File: src/hw/iftcr_regs.svh
// constants of the tuning configuration register bank
// assumes an 8-bit register port with 9-bit addresses, one clock
`ifndef IFTCR_REGS_SVH
`define IFTCR_REGS_SVH
`define IFTCR_OFS_IF_FREQ_LOW 9'h102
`define IFTCR_OFS_IF_FREQ_HIGH 9'h103
`define IFTCR_OFS_BANDWIDTH_LOW 9'h104
`define IFTCR_OFS_BANDWIDTH_HIGH 9'h105
`define IFTCR_OFS_TANK_INDUCTANCE 9'h106
`define IFTCR_OFS_LOWER_MARGIN 9'h107
`define IFTCR_OFS_UPPER_MARGIN 9'h108
`define IFTCR_OFS_TANK_MARGIN 9'h109
`define IFTCR_OFS_DAC_FULL_SCALE 9'h10a
`define IFTCR_OFS_CAL_CONTROL 9'h115
`define IFTCR_RST_IF_FREQ_LOW 8'h2c
`define IFTCR_RST_IF_FREQ_HIGH 8'h01
`define IFTCR_RST_BANDWIDTH_LOW 8'h3c
`define IFTCR_RST_BANDWIDTH_HIGH 8'h00
`define IFTCR_RST_TANK_INDUCTANCE 8'h14
`define IFTCR_RST_LOWER_MARGIN 8'h05
`define IFTCR_RST_UPPER_MARGIN 8'h05
`define IFTCR_RST_TANK_MARGIN 8'h00
`define IFTCR_RST_DAC_FULL_SCALE 8'h40
`define IFTCR_RST_CAL_CONTROL 8'h00
`define IFTCR_CAL_SLOT_MSB 1
`define IFTCR_CAL_SLOT_LSB 0
`define IFTCR_CAL_CTRL_RSVD_MASK 8'hfc
`endif

File: src/hw/iftcr_pkg.sv
// types of the tuning configuration register bank
// assumes nothing beyond the register header
`default_nettype none
package iftcr_pkg;
  typedef logic [7:0] iftcr_byte_t;
  typedef logic [15:0] iftcr_mhz_t;
  typedef logic [1:0] iftcr_slot_t;
  typedef enum logic [3:0] {
    IFTCR_IF_LO = 4'h0,
    IFTCR_IF_HI = 4'h1,
    IFTCR_BW_LO = 4'h2,
    IFTCR_BW_HI = 4'h3,
    IFTCR_LIND = 4'h4,
    IFTCR_MLO = 4'h5,
    IFTCR_MUP = 4'h6,
    IFTCR_MTANK = 4'h7,
    IFTCR_DACFS = 4'h8,
    IFTCR_CALC = 4'h9
  } iftcr_idx_t;
endpackage : iftcr_pkg
`default_nettype wire

File: src/hw/iftcr_bank.sv
// tuning and calibration configuration register bank
// assumes a synchronous 8-bit register port: addr, wr_en, rd_en, wdata, rdata
`include "iftcr_regs.svh"
`default_nettype none
module iftcr_bank
  import iftcr_pkg::*;
(
  input wire logic clk,
  input wire logic rstn,
  input wire logic [8:0] addr,
  input wire logic wr_en,
  input wire logic rd_en,
  input wire iftcr_byte_t wdata,
  output iftcr_byte_t rdata,
  output logic rd_valid,
  output iftcr_mhz_t if_freq,
  output iftcr_mhz_t bandwidth,
  output iftcr_byte_t tank_inductance,
  output iftcr_byte_t lower_resonator_margin,
  output iftcr_byte_t upper_resonator_margin,
  output iftcr_byte_t tank_resonator_margin,
  output iftcr_byte_t feedback_dac_full_scale,
  output iftcr_slot_t cal_slot
);
  localparam int NREG = 10;
  localparam logic [8:0] OFS [NREG] = '{
    `IFTCR_OFS_IF_FREQ_LOW, `IFTCR_OFS_IF_FREQ_HIGH, `IFTCR_OFS_BANDWIDTH_LOW,
    `IFTCR_OFS_BANDWIDTH_HIGH, `IFTCR_OFS_TANK_INDUCTANCE, `IFTCR_OFS_LOWER_MARGIN,
    `IFTCR_OFS_UPPER_MARGIN, `IFTCR_OFS_TANK_MARGIN, `IFTCR_OFS_DAC_FULL_SCALE,
    `IFTCR_OFS_CAL_CONTROL};
  localparam iftcr_byte_t RST [NREG] = '{
    `IFTCR_RST_IF_FREQ_LOW, `IFTCR_RST_IF_FREQ_HIGH, `IFTCR_RST_BANDWIDTH_LOW,
    `IFTCR_RST_BANDWIDTH_HIGH, `IFTCR_RST_TANK_INDUCTANCE, `IFTCR_RST_LOWER_MARGIN,
    `IFTCR_RST_UPPER_MARGIN, `IFTCR_RST_TANK_MARGIN, `IFTCR_RST_DAC_FULL_SCALE,
    `IFTCR_RST_CAL_CONTROL};

  iftcr_byte_t q [NREG];
  logic [NREG-1:0] hit;

  // one cell per register
  for (genvar i = 0; i < NREG; i++) begin : g_reg
    assign hit[i] = (addr == OFS[i]);
    iftcr_cell #(
      .RST(RST[i]),
      .MASK((i == int'(IFTCR_CALC)) ? ~`IFTCR_CAL_CTRL_RSVD_MASK : 8'hff)
    ) u_cell (
      .clk(clk),
      .rstn(rstn),
      .we(wr_en && hit[i]),
      .wdata(wdata),
      .q(q[i])
    );
  end

  // read mux and field outputs
  iftcr_byte_t rdata_r;
  iftcr_byte_t rdata_nxt;
  logic rd_valid_r;
  logic rd_valid_nxt;
  iftcr_mhz_t if_freq_r;
  iftcr_mhz_t if_freq_nxt;
  iftcr_mhz_t bandwidth_r;
  iftcr_mhz_t bandwidth_nxt;
  iftcr_byte_t lind_r;
  iftcr_byte_t lind_nxt;
  iftcr_byte_t mlo_r;
  iftcr_byte_t mlo_nxt;
  iftcr_byte_t mup_r;
  iftcr_byte_t mup_nxt;
  iftcr_byte_t mtank_r;
  iftcr_byte_t mtank_nxt;
  iftcr_byte_t dacfs_r;
  iftcr_byte_t dacfs_nxt;
  iftcr_slot_t slot_r;
  iftcr_slot_t slot_nxt;

  always_comb begin
    rdata_nxt = rdata_r;
    rd_valid_nxt = rd_en;
    if (rd_en) begin
      rdata_nxt = 8'h00;
      for (int k = 0; k < NREG; k++) begin
        if (hit[k]) begin
          rdata_nxt = q[k];
        end
      end
    end
    if_freq_nxt = {q[IFTCR_IF_HI], q[IFTCR_IF_LO]};
    bandwidth_nxt = {q[IFTCR_BW_HI], q[IFTCR_BW_LO]};
    slot_nxt = q[IFTCR_CALC][`IFTCR_CAL_SLOT_MSB:`IFTCR_CAL_SLOT_LSB];
    lind_nxt = q[IFTCR_LIND];
    mlo_nxt = q[IFTCR_MLO];
    mup_nxt = q[IFTCR_MUP];
    mtank_nxt = q[IFTCR_MTANK];
    dacfs_nxt = q[IFTCR_DACFS];
  end

  always_ff @(posedge clk or negedge rstn) begin
    if (!rstn) begin
      rdata_r <= 8'h00;
      rd_valid_r <= 1'b0;
      if_freq_r <= {`IFTCR_RST_IF_FREQ_HIGH, `IFTCR_RST_IF_FREQ_LOW};
      bandwidth_r <= {`IFTCR_RST_BANDWIDTH_HIGH, `IFTCR_RST_BANDWIDTH_LOW};
      lind_r <= `IFTCR_RST_TANK_INDUCTANCE;
      mlo_r <= `IFTCR_RST_LOWER_MARGIN;
      mup_r <= `IFTCR_RST_UPPER_MARGIN;
      mtank_r <= `IFTCR_RST_TANK_MARGIN;
      dacfs_r <= `IFTCR_RST_DAC_FULL_SCALE;
      slot_r <= 2'h0;
    end else begin
      rdata_r <= rdata_nxt;
      rd_valid_r <= rd_valid_nxt;
      if_freq_r <= if_freq_nxt;
      bandwidth_r <= bandwidth_nxt;
      lind_r <= lind_nxt;
      mlo_r <= mlo_nxt;
      mup_r <= mup_nxt;
      mtank_r <= mtank_nxt;
      dacfs_r <= dacfs_nxt;
      slot_r <= slot_nxt;
    end
  end

  assign rdata = rdata_r;
  assign rd_valid = rd_valid_r;
  assign if_freq = if_freq_r;
  assign bandwidth = bandwidth_r;
  assign tank_inductance = lind_r;
  assign lower_resonator_margin = mlo_r;
  assign upper_resonator_margin = mup_r;
  assign tank_resonator_margin = mtank_r;
  assign feedback_dac_full_scale = dacfs_r;
  assign cal_slot = slot_r;

  // read port and calibration control reserved bits
  a_write_readback: assert property (@(posedge clk) disable iff (!rstn)
    wr_en && hit[IFTCR_MLO] ##1 !wr_en ##1 rd_en && hit[IFTCR_MLO] && !wr_en |=> rdata == $past(wdata, 3))
    else $error("readback mismatch");
  a_unmapped_zero: assert property (@(posedge clk) disable iff (!rstn)
    rd_en && hit == '0 |=> rdata == 8'h00 && rd_valid)
    else $error("unmapped read not zero");
  a_rd_valid_pulse: assert property (@(posedge clk) disable iff (!rstn)
    rd_valid == $past(rd_en))
    else $error("read valid not one cycle after read strobe");
  a_rdata_hold: assert property (@(posedge clk) disable iff (!rstn)
    !rd_en |=> $stable(rdata))
    else $error("read data changed without read");
  a_rsvd_read: assert property (@(posedge clk) disable iff (!rstn)
    rd_en && hit[IFTCR_CALC] |=> (rdata & `IFTCR_CAL_CTRL_RSVD_MASK) == 8'h00)
    else $error("calibration control reserved bits read as one");
  a_cal_rsvd: assert property (@(posedge clk) disable iff (!rstn)
    (q[IFTCR_CALC] & `IFTCR_CAL_CTRL_RSVD_MASK) == 8'h00)
    else $error("calibration control reserved bits set");
  a_cal_mask_write: assert property (@(posedge clk) disable iff (!rstn)
    wr_en && hit[IFTCR_CALC] |=> q[IFTCR_CALC] == ($past(wdata) & ~`IFTCR_CAL_CTRL_RSVD_MASK))
    else $error("calibration control write not masked");

  // write path: a written byte reaches its field output two edges later
  a_if_freq_out: assert property (@(posedge clk) disable iff (!rstn)
    wr_en && addr == `IFTCR_OFS_IF_FREQ_LOW |-> ##2 if_freq[7:0] == $past(wdata, 2))
    else $error("if frequency low byte not propagated");
  a_if_hi_out: assert property (@(posedge clk) disable iff (!rstn)
    wr_en && addr == `IFTCR_OFS_IF_FREQ_HIGH |-> ##2 if_freq[15:8] == $past(wdata, 2))
    else $error("if frequency high byte not propagated");
  a_bw_lo_out: assert property (@(posedge clk) disable iff (!rstn)
    wr_en && addr == `IFTCR_OFS_BANDWIDTH_LOW |-> ##2 bandwidth[7:0] == $past(wdata, 2))
    else $error("bandwidth low byte not propagated");
  a_bw_out: assert property (@(posedge clk) disable iff (!rstn)
    wr_en && addr == `IFTCR_OFS_BANDWIDTH_HIGH |-> ##2 bandwidth[15:8] == $past(wdata, 2))
    else $error("bandwidth high byte not propagated");
  a_lind_out: assert property (@(posedge clk) disable iff (!rstn)
    wr_en && addr == `IFTCR_OFS_TANK_INDUCTANCE |-> ##2 tank_inductance == $past(wdata, 2))
    else $error("tank inductance not propagated");
  a_mlo_out: assert property (@(posedge clk) disable iff (!rstn)
    wr_en && addr == `IFTCR_OFS_LOWER_MARGIN |-> ##2 lower_resonator_margin == $past(wdata, 2))
    else $error("lower margin not propagated");
  a_mup_out: assert property (@(posedge clk) disable iff (!rstn)
    wr_en && addr == `IFTCR_OFS_UPPER_MARGIN |-> ##2 upper_resonator_margin == $past(wdata, 2))
    else $error("upper margin not propagated");
  a_mtank_out: assert property (@(posedge clk) disable iff (!rstn)
    wr_en && addr == `IFTCR_OFS_TANK_MARGIN |-> ##2 tank_resonator_margin == $past(wdata, 2))
    else $error("tank margin not propagated");
  a_dac_out: assert property (@(posedge clk) disable iff (!rstn)
    wr_en && addr == `IFTCR_OFS_DAC_FULL_SCALE |-> ##2 feedback_dac_full_scale == $past(wdata, 2))
    else $error("dac code not propagated");
  a_cal_slot: assert property (@(posedge clk) disable iff (!rstn)
    wr_en && addr == `IFTCR_OFS_CAL_CONTROL |-> ##2 cal_slot == $past(wdata[1:0], 2))
    else $error("calibration slot not taken");

  // field outputs hold while their registers are not written
  a_if_hold: assert property (@(posedge clk) disable iff (!rstn)
    !(wr_en && (hit[IFTCR_IF_LO] || hit[IFTCR_IF_HI])) |=> ##1 $stable(if_freq))
    else $error("if frequency changed without write");
  a_bw_hold: assert property (@(posedge clk) disable iff (!rstn)
    !(wr_en && (hit[IFTCR_BW_LO] || hit[IFTCR_BW_HI])) |=> ##1 $stable(bandwidth))
    else $error("bandwidth changed without write");
  a_lind_hold: assert property (@(posedge clk) disable iff (!rstn)
    !(wr_en && hit[IFTCR_LIND]) |=> ##1 $stable(tank_inductance))
    else $error("tank inductance changed without write");
  a_mlo_hold: assert property (@(posedge clk) disable iff (!rstn)
    !(wr_en && hit[IFTCR_MLO]) |=> ##1 $stable(lower_resonator_margin))
    else $error("lower margin changed without write");
  a_margin_hold: assert property (@(posedge clk) disable iff (!rstn)
    !(wr_en && hit[IFTCR_MUP]) |=> ##1 upper_resonator_margin == $past(upper_resonator_margin))
    else $error("upper margin changed without write");
  a_mtank_hold: assert property (@(posedge clk) disable iff (!rstn)
    !(wr_en && hit[IFTCR_MTANK]) |=> ##1 $stable(tank_resonator_margin))
    else $error("tank margin changed without write");
  a_dac_hold: assert property (@(posedge clk) disable iff (!rstn)
    !(wr_en && hit[IFTCR_DACFS]) |=> ##1 $stable(feedback_dac_full_scale))
    else $error("dac code changed without write");
  a_slot_hold: assert property (@(posedge clk) disable iff (!rstn)
    !(wr_en && hit[IFTCR_CALC]) |=> ##1 $stable(cal_slot))
    else $error("calibration slot changed without write");
  a_unmapped_write: assert property (@(posedge clk) disable iff (!rstn)
    wr_en && hit == '0 |=> ##1 $stable(if_freq) && $stable(bandwidth) && $stable(cal_slot))
    else $error("unmapped write changed a field");

  // defaults right after reset release
  a_reset_values: assert property (@(posedge clk) disable iff (!rstn)
    $rose(rstn) |-> if_freq == {`IFTCR_RST_IF_FREQ_HIGH, `IFTCR_RST_IF_FREQ_LOW}
      && bandwidth == {`IFTCR_RST_BANDWIDTH_HIGH, `IFTCR_RST_BANDWIDTH_LOW}
      && tank_inductance == `IFTCR_RST_TANK_INDUCTANCE && lower_resonator_margin == `IFTCR_RST_LOWER_MARGIN
      && upper_resonator_margin == `IFTCR_RST_UPPER_MARGIN && tank_resonator_margin == `IFTCR_RST_TANK_MARGIN
      && feedback_dac_full_scale == `IFTCR_RST_DAC_FULL_SCALE && cal_slot == 2'h0 && !rd_valid)
    else $error("field outputs not at defaults after reset");
endmodule : iftcr_bank
`default_nettype wire

File: src/hw/iftcr_cell.sv
// one 8-bit register cell with write enable, writable-bit mask and reset value
// assumes a single clock and asynchronous active-low reset
`default_nettype none
module iftcr_cell
  import iftcr_pkg::*;
#(
  parameter iftcr_byte_t RST = 8'h00,
  parameter iftcr_byte_t MASK = 8'hff
) (
  input wire logic clk,
  input wire logic rstn,
  input wire logic we,
  input wire iftcr_byte_t wdata,
  output iftcr_byte_t q
);
  iftcr_byte_t q_r;
  iftcr_byte_t q_nxt;
  always_comb begin
    q_nxt = q_r;
    if (we) begin
      q_nxt = wdata & MASK;
    end
  end
  always_ff @(posedge clk or negedge rstn) begin
    if (!rstn) begin
      q_r <= RST;
    end else begin
      q_r <= q_nxt;
    end
  end
  assign q = q_r;
endmodule : iftcr_cell
`default_nettype wire

File: config.mk
export PLATFORM = sky130hd
export DESIGN_NAME = iftcr_bank
export DESIGN_NICKNAME = d
export VERILOG_FILES = /design/src/hw/iftcr_pkg.sv /design/src/hw/iftcr_bank.sv /design/src/hw/iftcr_cell.sv
export VERILOG_INCLUDE_DIRS = /design/src /design/src/hw
export SDC_FILE = /design/constraint.sdc
export NUM_CORES = 1
export LEC_CHECK = 0
export ABC_CLOCK_PERIOD_IN_PS = 1550
export BUFFER_PORTS_ARGS = -buffer_cell sky130_fd_sc_hd__buf_4
export CAP_MARGIN = 20
export CORE_MARGIN = 1.5
export CORE_UTILIZATION = 25
export CTS_CLUSTER_DIAMETER = 60
export DETAILED_ROUTE_END_ITERATION = 7
export HOLD_SLACK_MARGIN = 0.05
export PLACE_DENSITY_LB_ADDON = 0.3
export SYNTH_ARGS = -nofsm -noshare
export SYNTH_HDL_FRONTEND = slang
export SYNTH_HIERARCHICAL = 1
export SYNTH_SLANG_ARGS = --single-unit
File: constraint.sdc
create_clock -name clk -period 1.55 [get_ports clk]
set_clock_uncertainty 0.05 [all_clocks]
set_input_delay 0.155 -clock clk [delete_from_list [all_inputs] [get_ports clk]]
set_output_delay 0.155 -clock clk [all_outputs]
set_load 0.01 [all_outputs]
==> impl_metrics.py, run 1 <==
metrics = {
    "timing": {
        "rsz0062_at_grt": "true",
        "fin_crit_ns": 1.60,
        "max_freq_mhz": 625,
        "finalSetupTns_ns": -0.942,
        "layout_setup_ws_ns": -0.0510,
        "hold_viol_final": 0,
        "period_share_pct": 103,
        "maxSlewViolCount": 0,
        "setup_viol": 42,
        "whs_ns": 0.164,
    },
    "yosys": {
        "synthArstFlopShare_pct": 100,
        "synth_top_area_share_pct": 50.7,
        "yosysMostFrequentCell": "dfrtp_1",
        "post-synth-top-area-cell": "dfrtp_1",
        "ys_types": 46,
        "ys_warn_count": 6,
        "synth_area_leaders": "dfrtp_1, mux2_4, dfstp_2",
        "synth_area_um2": 6270,
        "synth_enable_flop_cells": 0,
        "synth_area_per_cell_um2": 15.6,
        "yosys-top-cells-count": "dfrtp_1, mux2_4, dfstp_2",
        "syn-instance-count": 402,
        "ys_seq_area_share_pct": 63.3,
        "synthFlopType": "dfrtp_1",
        "synth-seq-cells": 157,
    },
    "route": {
        "drt_iter0_drc": 227,
        "vias": 3916,
        "remaining_drc_errors": 0,
        "wl_per_cell_um": 18.5,
        "viasPerCell": 4.31,
        "drtAntennaViolNets": 0,
        "wirelength_um": 16800,
        "drt_pass1_iterations": 4,
    },
    "floorplan": {
        "start_util_pct": 25.6,
        "fp.dieArea_um2": 26000,
        "design.core.area_um2": 24500,
        "dieHeight_um": 161,
        "pin_count": 104,
        "fp-row-count": 57,
        "die_x_um": 161,
    },
    "clock_tree": {
        "cts_buffers": 17,
        "htreeDepth": 4,
        "clock_latency_ns": 0.43,
        "clock_path_buffers": 2,
        "cts.clk_slew.worst_paths_ns": 0.06,
        "cts_tree": "yes",
        "root_buffer": "clkbuf_16",
        "cts.sinks": 157,
    },
    "grt": {
        "track_usage_pct": 13.5,
        "antenna_found_initial": 0,
        "grt_pass1_wl_um": 26000,
        "grt_pass1_vias": 4227,
        "grt_overflow": 0,
        "grt_max_degree": 49,
    },
    "pwr": {
        "power_leakage_nw": 4.11,
        "ir_drop_uv": 572,
        "powerDensity_nw_per_um2": 1080,
    },
    "final_layout": {
        "seq_area_um2": 3970,
        "fillers": 2347,
        "drive_gt1_share_pct": 58.3,
        "nets": 593,
        "multi_input_area_um2": 2280,
        "stdcell_count": 909,
        "antennaDiodeCount": 0,
        "areaGrowthSynthToFinish_pct": 38.3,
    },
    "critical_path": {
        "crit_type": "in -> reg",
        "critPathRequiredTime_ns": 1.81,
        "crit_path_max_fanout": 8,
        "cp-end-kind": "flop",
        "startpoint_type": "input pin",
        "reg2reg_from": "g_reg[2].u_cell/q[2]",
        "crit_start": "addr[7]",
        "crit_arrival_ns": 1.86,
    },
    "outcome": {
        "violations": "negative setup slack",
        "status": "complete, but fails checks",
    },
    "place": {
        "dp_cells": 865,
        "gp_congestion": 0.866,
        "pre_cts_ws_ns": -0.593,
        "dpl.hpwl_um": 12400,
        "port_buffers": 103,
    },
    "flow_run": {
        "maxCapViolCount": 0,
    },
    "hold_path": {
        "hold_class": "in -> reg",
        "min_from": "addr[4]",
    },
}
==> report_power, final <==
part,internal (mW),switching [mW]
Clock,2.69,1.63
Sequential,4.23,0.0832
Combinational,0.331,0.355
==> critical path: stages <==
cell and delay, ns:
buf_6 0.09, or4b_4 0.57, nor3_4 0.23, nand3_4 0.16
nor3_4 0.14, buf_6 0.19, mux2_4 0.31
==> repair_timing <==
action | 4_1_cts | 5_1_grt
buffers inserted | 1 | 1
gates resized for setup | 16 | 11
endpoints found under the hold margin | 215 | 0
hold buffers | 10 | 0
pin swaps | 3 | 2
cloned | 0 | 0
endpoints found under the setup margin | 61 | 67
==> state kept, by name, indices dropped and copies added, names as in the netlist <==
register,cells
bandwidth,16
cal_slot,2
feedback_dac_full_scale,8
g.u_cell/q,74
if_freq,16
lower_resonator_margin,8
rd_valid,1
rdata,8
tank_inductance,8
tank_resonator_margin,8
upper_resonator_margin,8
==> cells in the final DEF, fill, tap and decap left out, types with 2 or more instances in the layout <==
| cell type | count |
|---|---|
| a211oi_1 | 5 |
| a22o_1 | 6 |
| a22oi_1 | 2 |
| a31o_2 | 4 |
| a32oi_1 | 2 |
| buf_12 | 3 |
| buf_4 | 152 |
| buf_6 | 7 |
| bufinv_16 | 4 |
| clkbuf_1 | 4 |
| clkbuf_16 | 17 |
| clkinv_2 | 3 |
| clkinv_4 | 2 |
| conb_1 | 6 |
| dfrtp_1 | 127 |
| dfstp_2 | 30 |
| dlygate4sd3_1 | 10 |
| inv_1 | 3 |
| mux2_2 | 10 |
| mux2_4 | 72 |
| mux2i_1 | 10 |
| nand2_1 | 6 |
| nand2b_1 | 2 |
| nand3_1 | 3 |
| nand4_1 | 10 |
| nor2_1 | 19 |
| nor2_2 | 3 |
| nor2_4 | 2 |
| nor2b_1 | 3 |
| nor3_1 | 5 |
| nor3_2 | 5 |
| nor3_4 | 5 |
| nor3b_2 | 2 |
| o221a_2 | 2 |
| o221ai_1 | 2 |
| o22ai_1 | 6 |
| o41ai_2 | 5 |
| or3b_2 | 2 |
==> metal layers <==
layer  wire (um)  track usage [%]  vias up
met4         207             5.18        0
met2        7910             20.7      116
met1        7860             18.7     2001
met3         799             2.72       10
li1            -                -     1789
met5           0                0        -
==> cells by family (layout without fill, tap and decap cells) <==
group | Yosys count | after routing | synth area share [%]
muxes | 93 | 93 | 21.0
buffers and inverters | 31 | 209 | 3.43
DFF | 157 | 157 | 63.3
other | 1 | 6 | 0.0598
AOI/OAI and AO/OA | 42 | 42 | 5.47
and+or+nand+nor | 78 | 78 | 6.73
==> stage by stage <==
step	power, mW	utilization (%)	cell area (um^2)
after floorplan	4.62	-	6360
final	9.32	35.4	8670
after detailed placement	5.04	31.9	7810
after global routing	9.66	35.4	8670
after CTS	9.43	35.1	8590
after global placement	5.02	31.9	7810
==> worst paths after layout <==
path                                        endpoint  slack, ns  cells past startpoint
min                                         rdata[0]       0.16                      5
max reg2reg                                 rdata[2]       0.08                      4
min in group asynchronous                if_freq[15]       0.19                      2
max                             g_reg[3].u_cell/q[0]      -0.05                      7
min reg2reg                upper_resonator_margin[0]       0.32                      0
max in group asynchronous  upper_resonator_margin[0]       0.62                      3
==> final cells by class <==
cell class	count	area share, %
well taps	324	4.68
clock inverters	11	1.95
repair buffers	173	16.1
clock buffers	21	5.08
inverters	4	0.173
flip-flops and latches	157	45.8
multi-input cells	219	26.3
No activity file was read; power rests on OpenSTA's default activity.
==> run 2, diff against run 1 <==
==> constraint.sdc (replaced) <==
create_clock -name clk -period 1.55 [get_ports clk]
set_clock_uncertainty 0.05 [all_clocks]
set_input_delay 0.0775 -clock clk [delete_from_list [all_inputs] [get_ports clk]]
set_output_delay 0.0775 -clock clk [all_outputs]
set_load 0.01 [all_outputs]
==> run 2 against run 1 <==
  * The flow still finishes with violations (negative setup slack)
  * Sequential share of layout area increased by 1.4 points
  * Final area decreased by 2.9%
  * Combinational power decreased by 8.0%
  * Worst hold slack got worse by 0.061 ns
  * Maximum frequency increased by 2.8%
  * Via count decreased by 3.6%
  * Die area unchanged
  * Global-route usage decreased by 0.45 points
  * Critical path type unchanged
==> impl_metrics.py, run 2 (synthesized netlist as in run 1, its figures left out) <==
metrics = {
    "outcome": {
        "status": "complete, but fails checks",
        "violations": "negative setup slack",
    },
    "floorplan": {
        "pin_count": 104,
        "design.core.area_um2": 24500,
        "start_util_pct": 25.6,
        "die_x_um": 161,
        "fp.dieArea_um2": 26000,
        "fp-row-count": 57,
        "dieHeight_um": 161,
    },
    "final_layout": {
        "final_common_cell": "buf_4",
        "final_cell_mix": "buf_4, dfrtp_1, mux2_4",
        "nets": 573,
        "stdcell_count": 889,
        "areaGrowthSynthToFinish_pct": 34.3,
        "drive_gt1_share_pct": 54.7,
        "largest_reg_flops": 74,
        "antennaDiodeCount": 0,
    },
    "clock_tree": {
        "cts.clk_slew.worst_paths_ns": 0.07,
        "cts.sinks": 157,
        "post_cts_buffers": 0,
        "cts_tree": "yes",
        "root_buffer": "clkbuf_16",
        "clock_path_buffers": 2,
        "clock_latency_ns": 0.44,
        "htreeDepth": 4,
        "cts_buffers": 17,
    },
    "critical_path": {
        "cpPeakStageDelay_ns": 0.58,
        "cp-end-kind": "flop",
        "path_common_cell": "buf_4",
        "critPathRequiredTime_ns": 1.82,
        "crit_chain": "buf_4, or4b_4, nor3_4, nand3_4, nor2_1, buf_4, mux2_4",
        "crit_arrival_ns": 1.83,
        "crit_slowest_cell": "or4b_4",
        "startpoint_type": "input pin",
        "crit_path_max_fanout": 5,
        "crit_type": "in -> reg",
    },
    "grt": {
        "grt_pass1_wl_um": 25200,
        "antenna_found_initial": 0,
        "grt_max_degree": 79,
        "grt_overflow": 0,
        "track_usage_pct": 13.0,
        "grt_pass1_vias": 4161,
    },
    "timing": {
        "hold_viol_final": 0,
        "period_share_pct": 100,
        "whs_ns": 0.103,
        "maxSlewViolCount": 0,
        "layout_setup_ws_ns": -0.00772,
        "fin_crit_ns": 1.56,
        "rsz0062_at_grt": "true",
        "max_freq_mhz": 642,
        "setup_viol": 4,
        "finalSetupTns_ns": -0.0186,
    },
    "route": {
        "remaining_drc_errors": 0,
        "drtAntennaViolNets": 0,
        "wl_per_cell_um": 18.0,
        "wirelength_um": 16000,
        "viasPerCell": 4.25,
        "drt_iter0_drc": 204,
        "vias": 3775,
        "drt_pass1_iterations": 4,
    },
    "place": {
        "gp_congestion": 0.818,
        "dpl.hpwl_um": 11600,
        "dp_cells": 846,
        "pre_cts_ws_ns": -0.491,
        "port_buffers": 103,
    },
    "pwr": {
        "ir_drop_uv": 427,
        "power_leakage_nw": 3.98,
        "powerDensity_nw_per_um2": 1100,
        "p_total_mw": 9.22,
    },
    "hold_path": {
        "hold_class": "in -> reg",
    },
    "flow_run": {
        "maxCapViolCount": 0,
    },
}
## run 2: cell type report
type / count / area, um^2
Sequential cell: 157 / 3970
Fill cell: 2372 / 16000
Multi-Input combinational cell: 219 / 2180
Clock buffer: 18 / 429
Timing Repair Buffer: 153 / 1250
Tap cell: 324 / 405
Clock inverter: 14 / 176
Inverter: 4 / 15.0
## run 2: timing repair
item,4_1_cts,5_1_grt
hold buffers,11,0
pin swaps,1,0
setup endpoints to repair,21,26
gates resized for setup,0,7
hold endpoints to repair,215,0
## run 2: metrics by stage
stage | utilization (%) | instance area [um^2]
2_1_floorplan | - | 6330
3_3_place_gp | 31.3 | 7660
3_5_place_dp | 31.3 | 7660
4_1_cts | 34.3 | 8380
5_1_grt | 34.4 | 8420
6_report | 34.4 | 8420
## run 2: path summary, 6_finish.rpt
check,end,cells past startpoint,slack [ns],from
min in group asynchronous,if_freq[13],3,0.56,rstn
setup reg to reg,rdata[4],4,0.09,g_reg[2].u_cell/q[4]
hold / removal,rdata[6],5,0.10,addr[4]
max in group asynchronous,g_reg[6].u_cell/q[2],4,0.17,rstn
setup / recovery,g_reg[5].u_cell/q[4],7,-0.008,addr[7]
hold reg to reg,lower_resonator_margin[0],0,0.33,g_reg[5].u_cell/q[0]
## run 2: critical path, delay by kind of cell
| family | cells | cell delay (ns) |
|---|---|---|
| and+or+nand+nor | 4 | 1.13 |
| buffers and inverters | 2 | 0.31 |
| muxes | 1 | 0.30 |
## run 2: routing by layer
layer | vias up | global-route usage, % | routed length, um
li1 | 1746 | - | -
met1 | 1921 | 17.3 | 7540
met2 | 90 | 20.4 | 7620
met3 | 18 | 3.93 | 703
met4 | 0 | 3.70 | 176
met5 | - | 0 | 0
## run 2: power breakdown
group	switching [mW]	leakage (nW)	internal, mW
clock network	1.84	0.293	2.44
registers	0.0834	2.06	4.23
logic	0.332	1.63	0.299
total	2.25	3.98	6.97
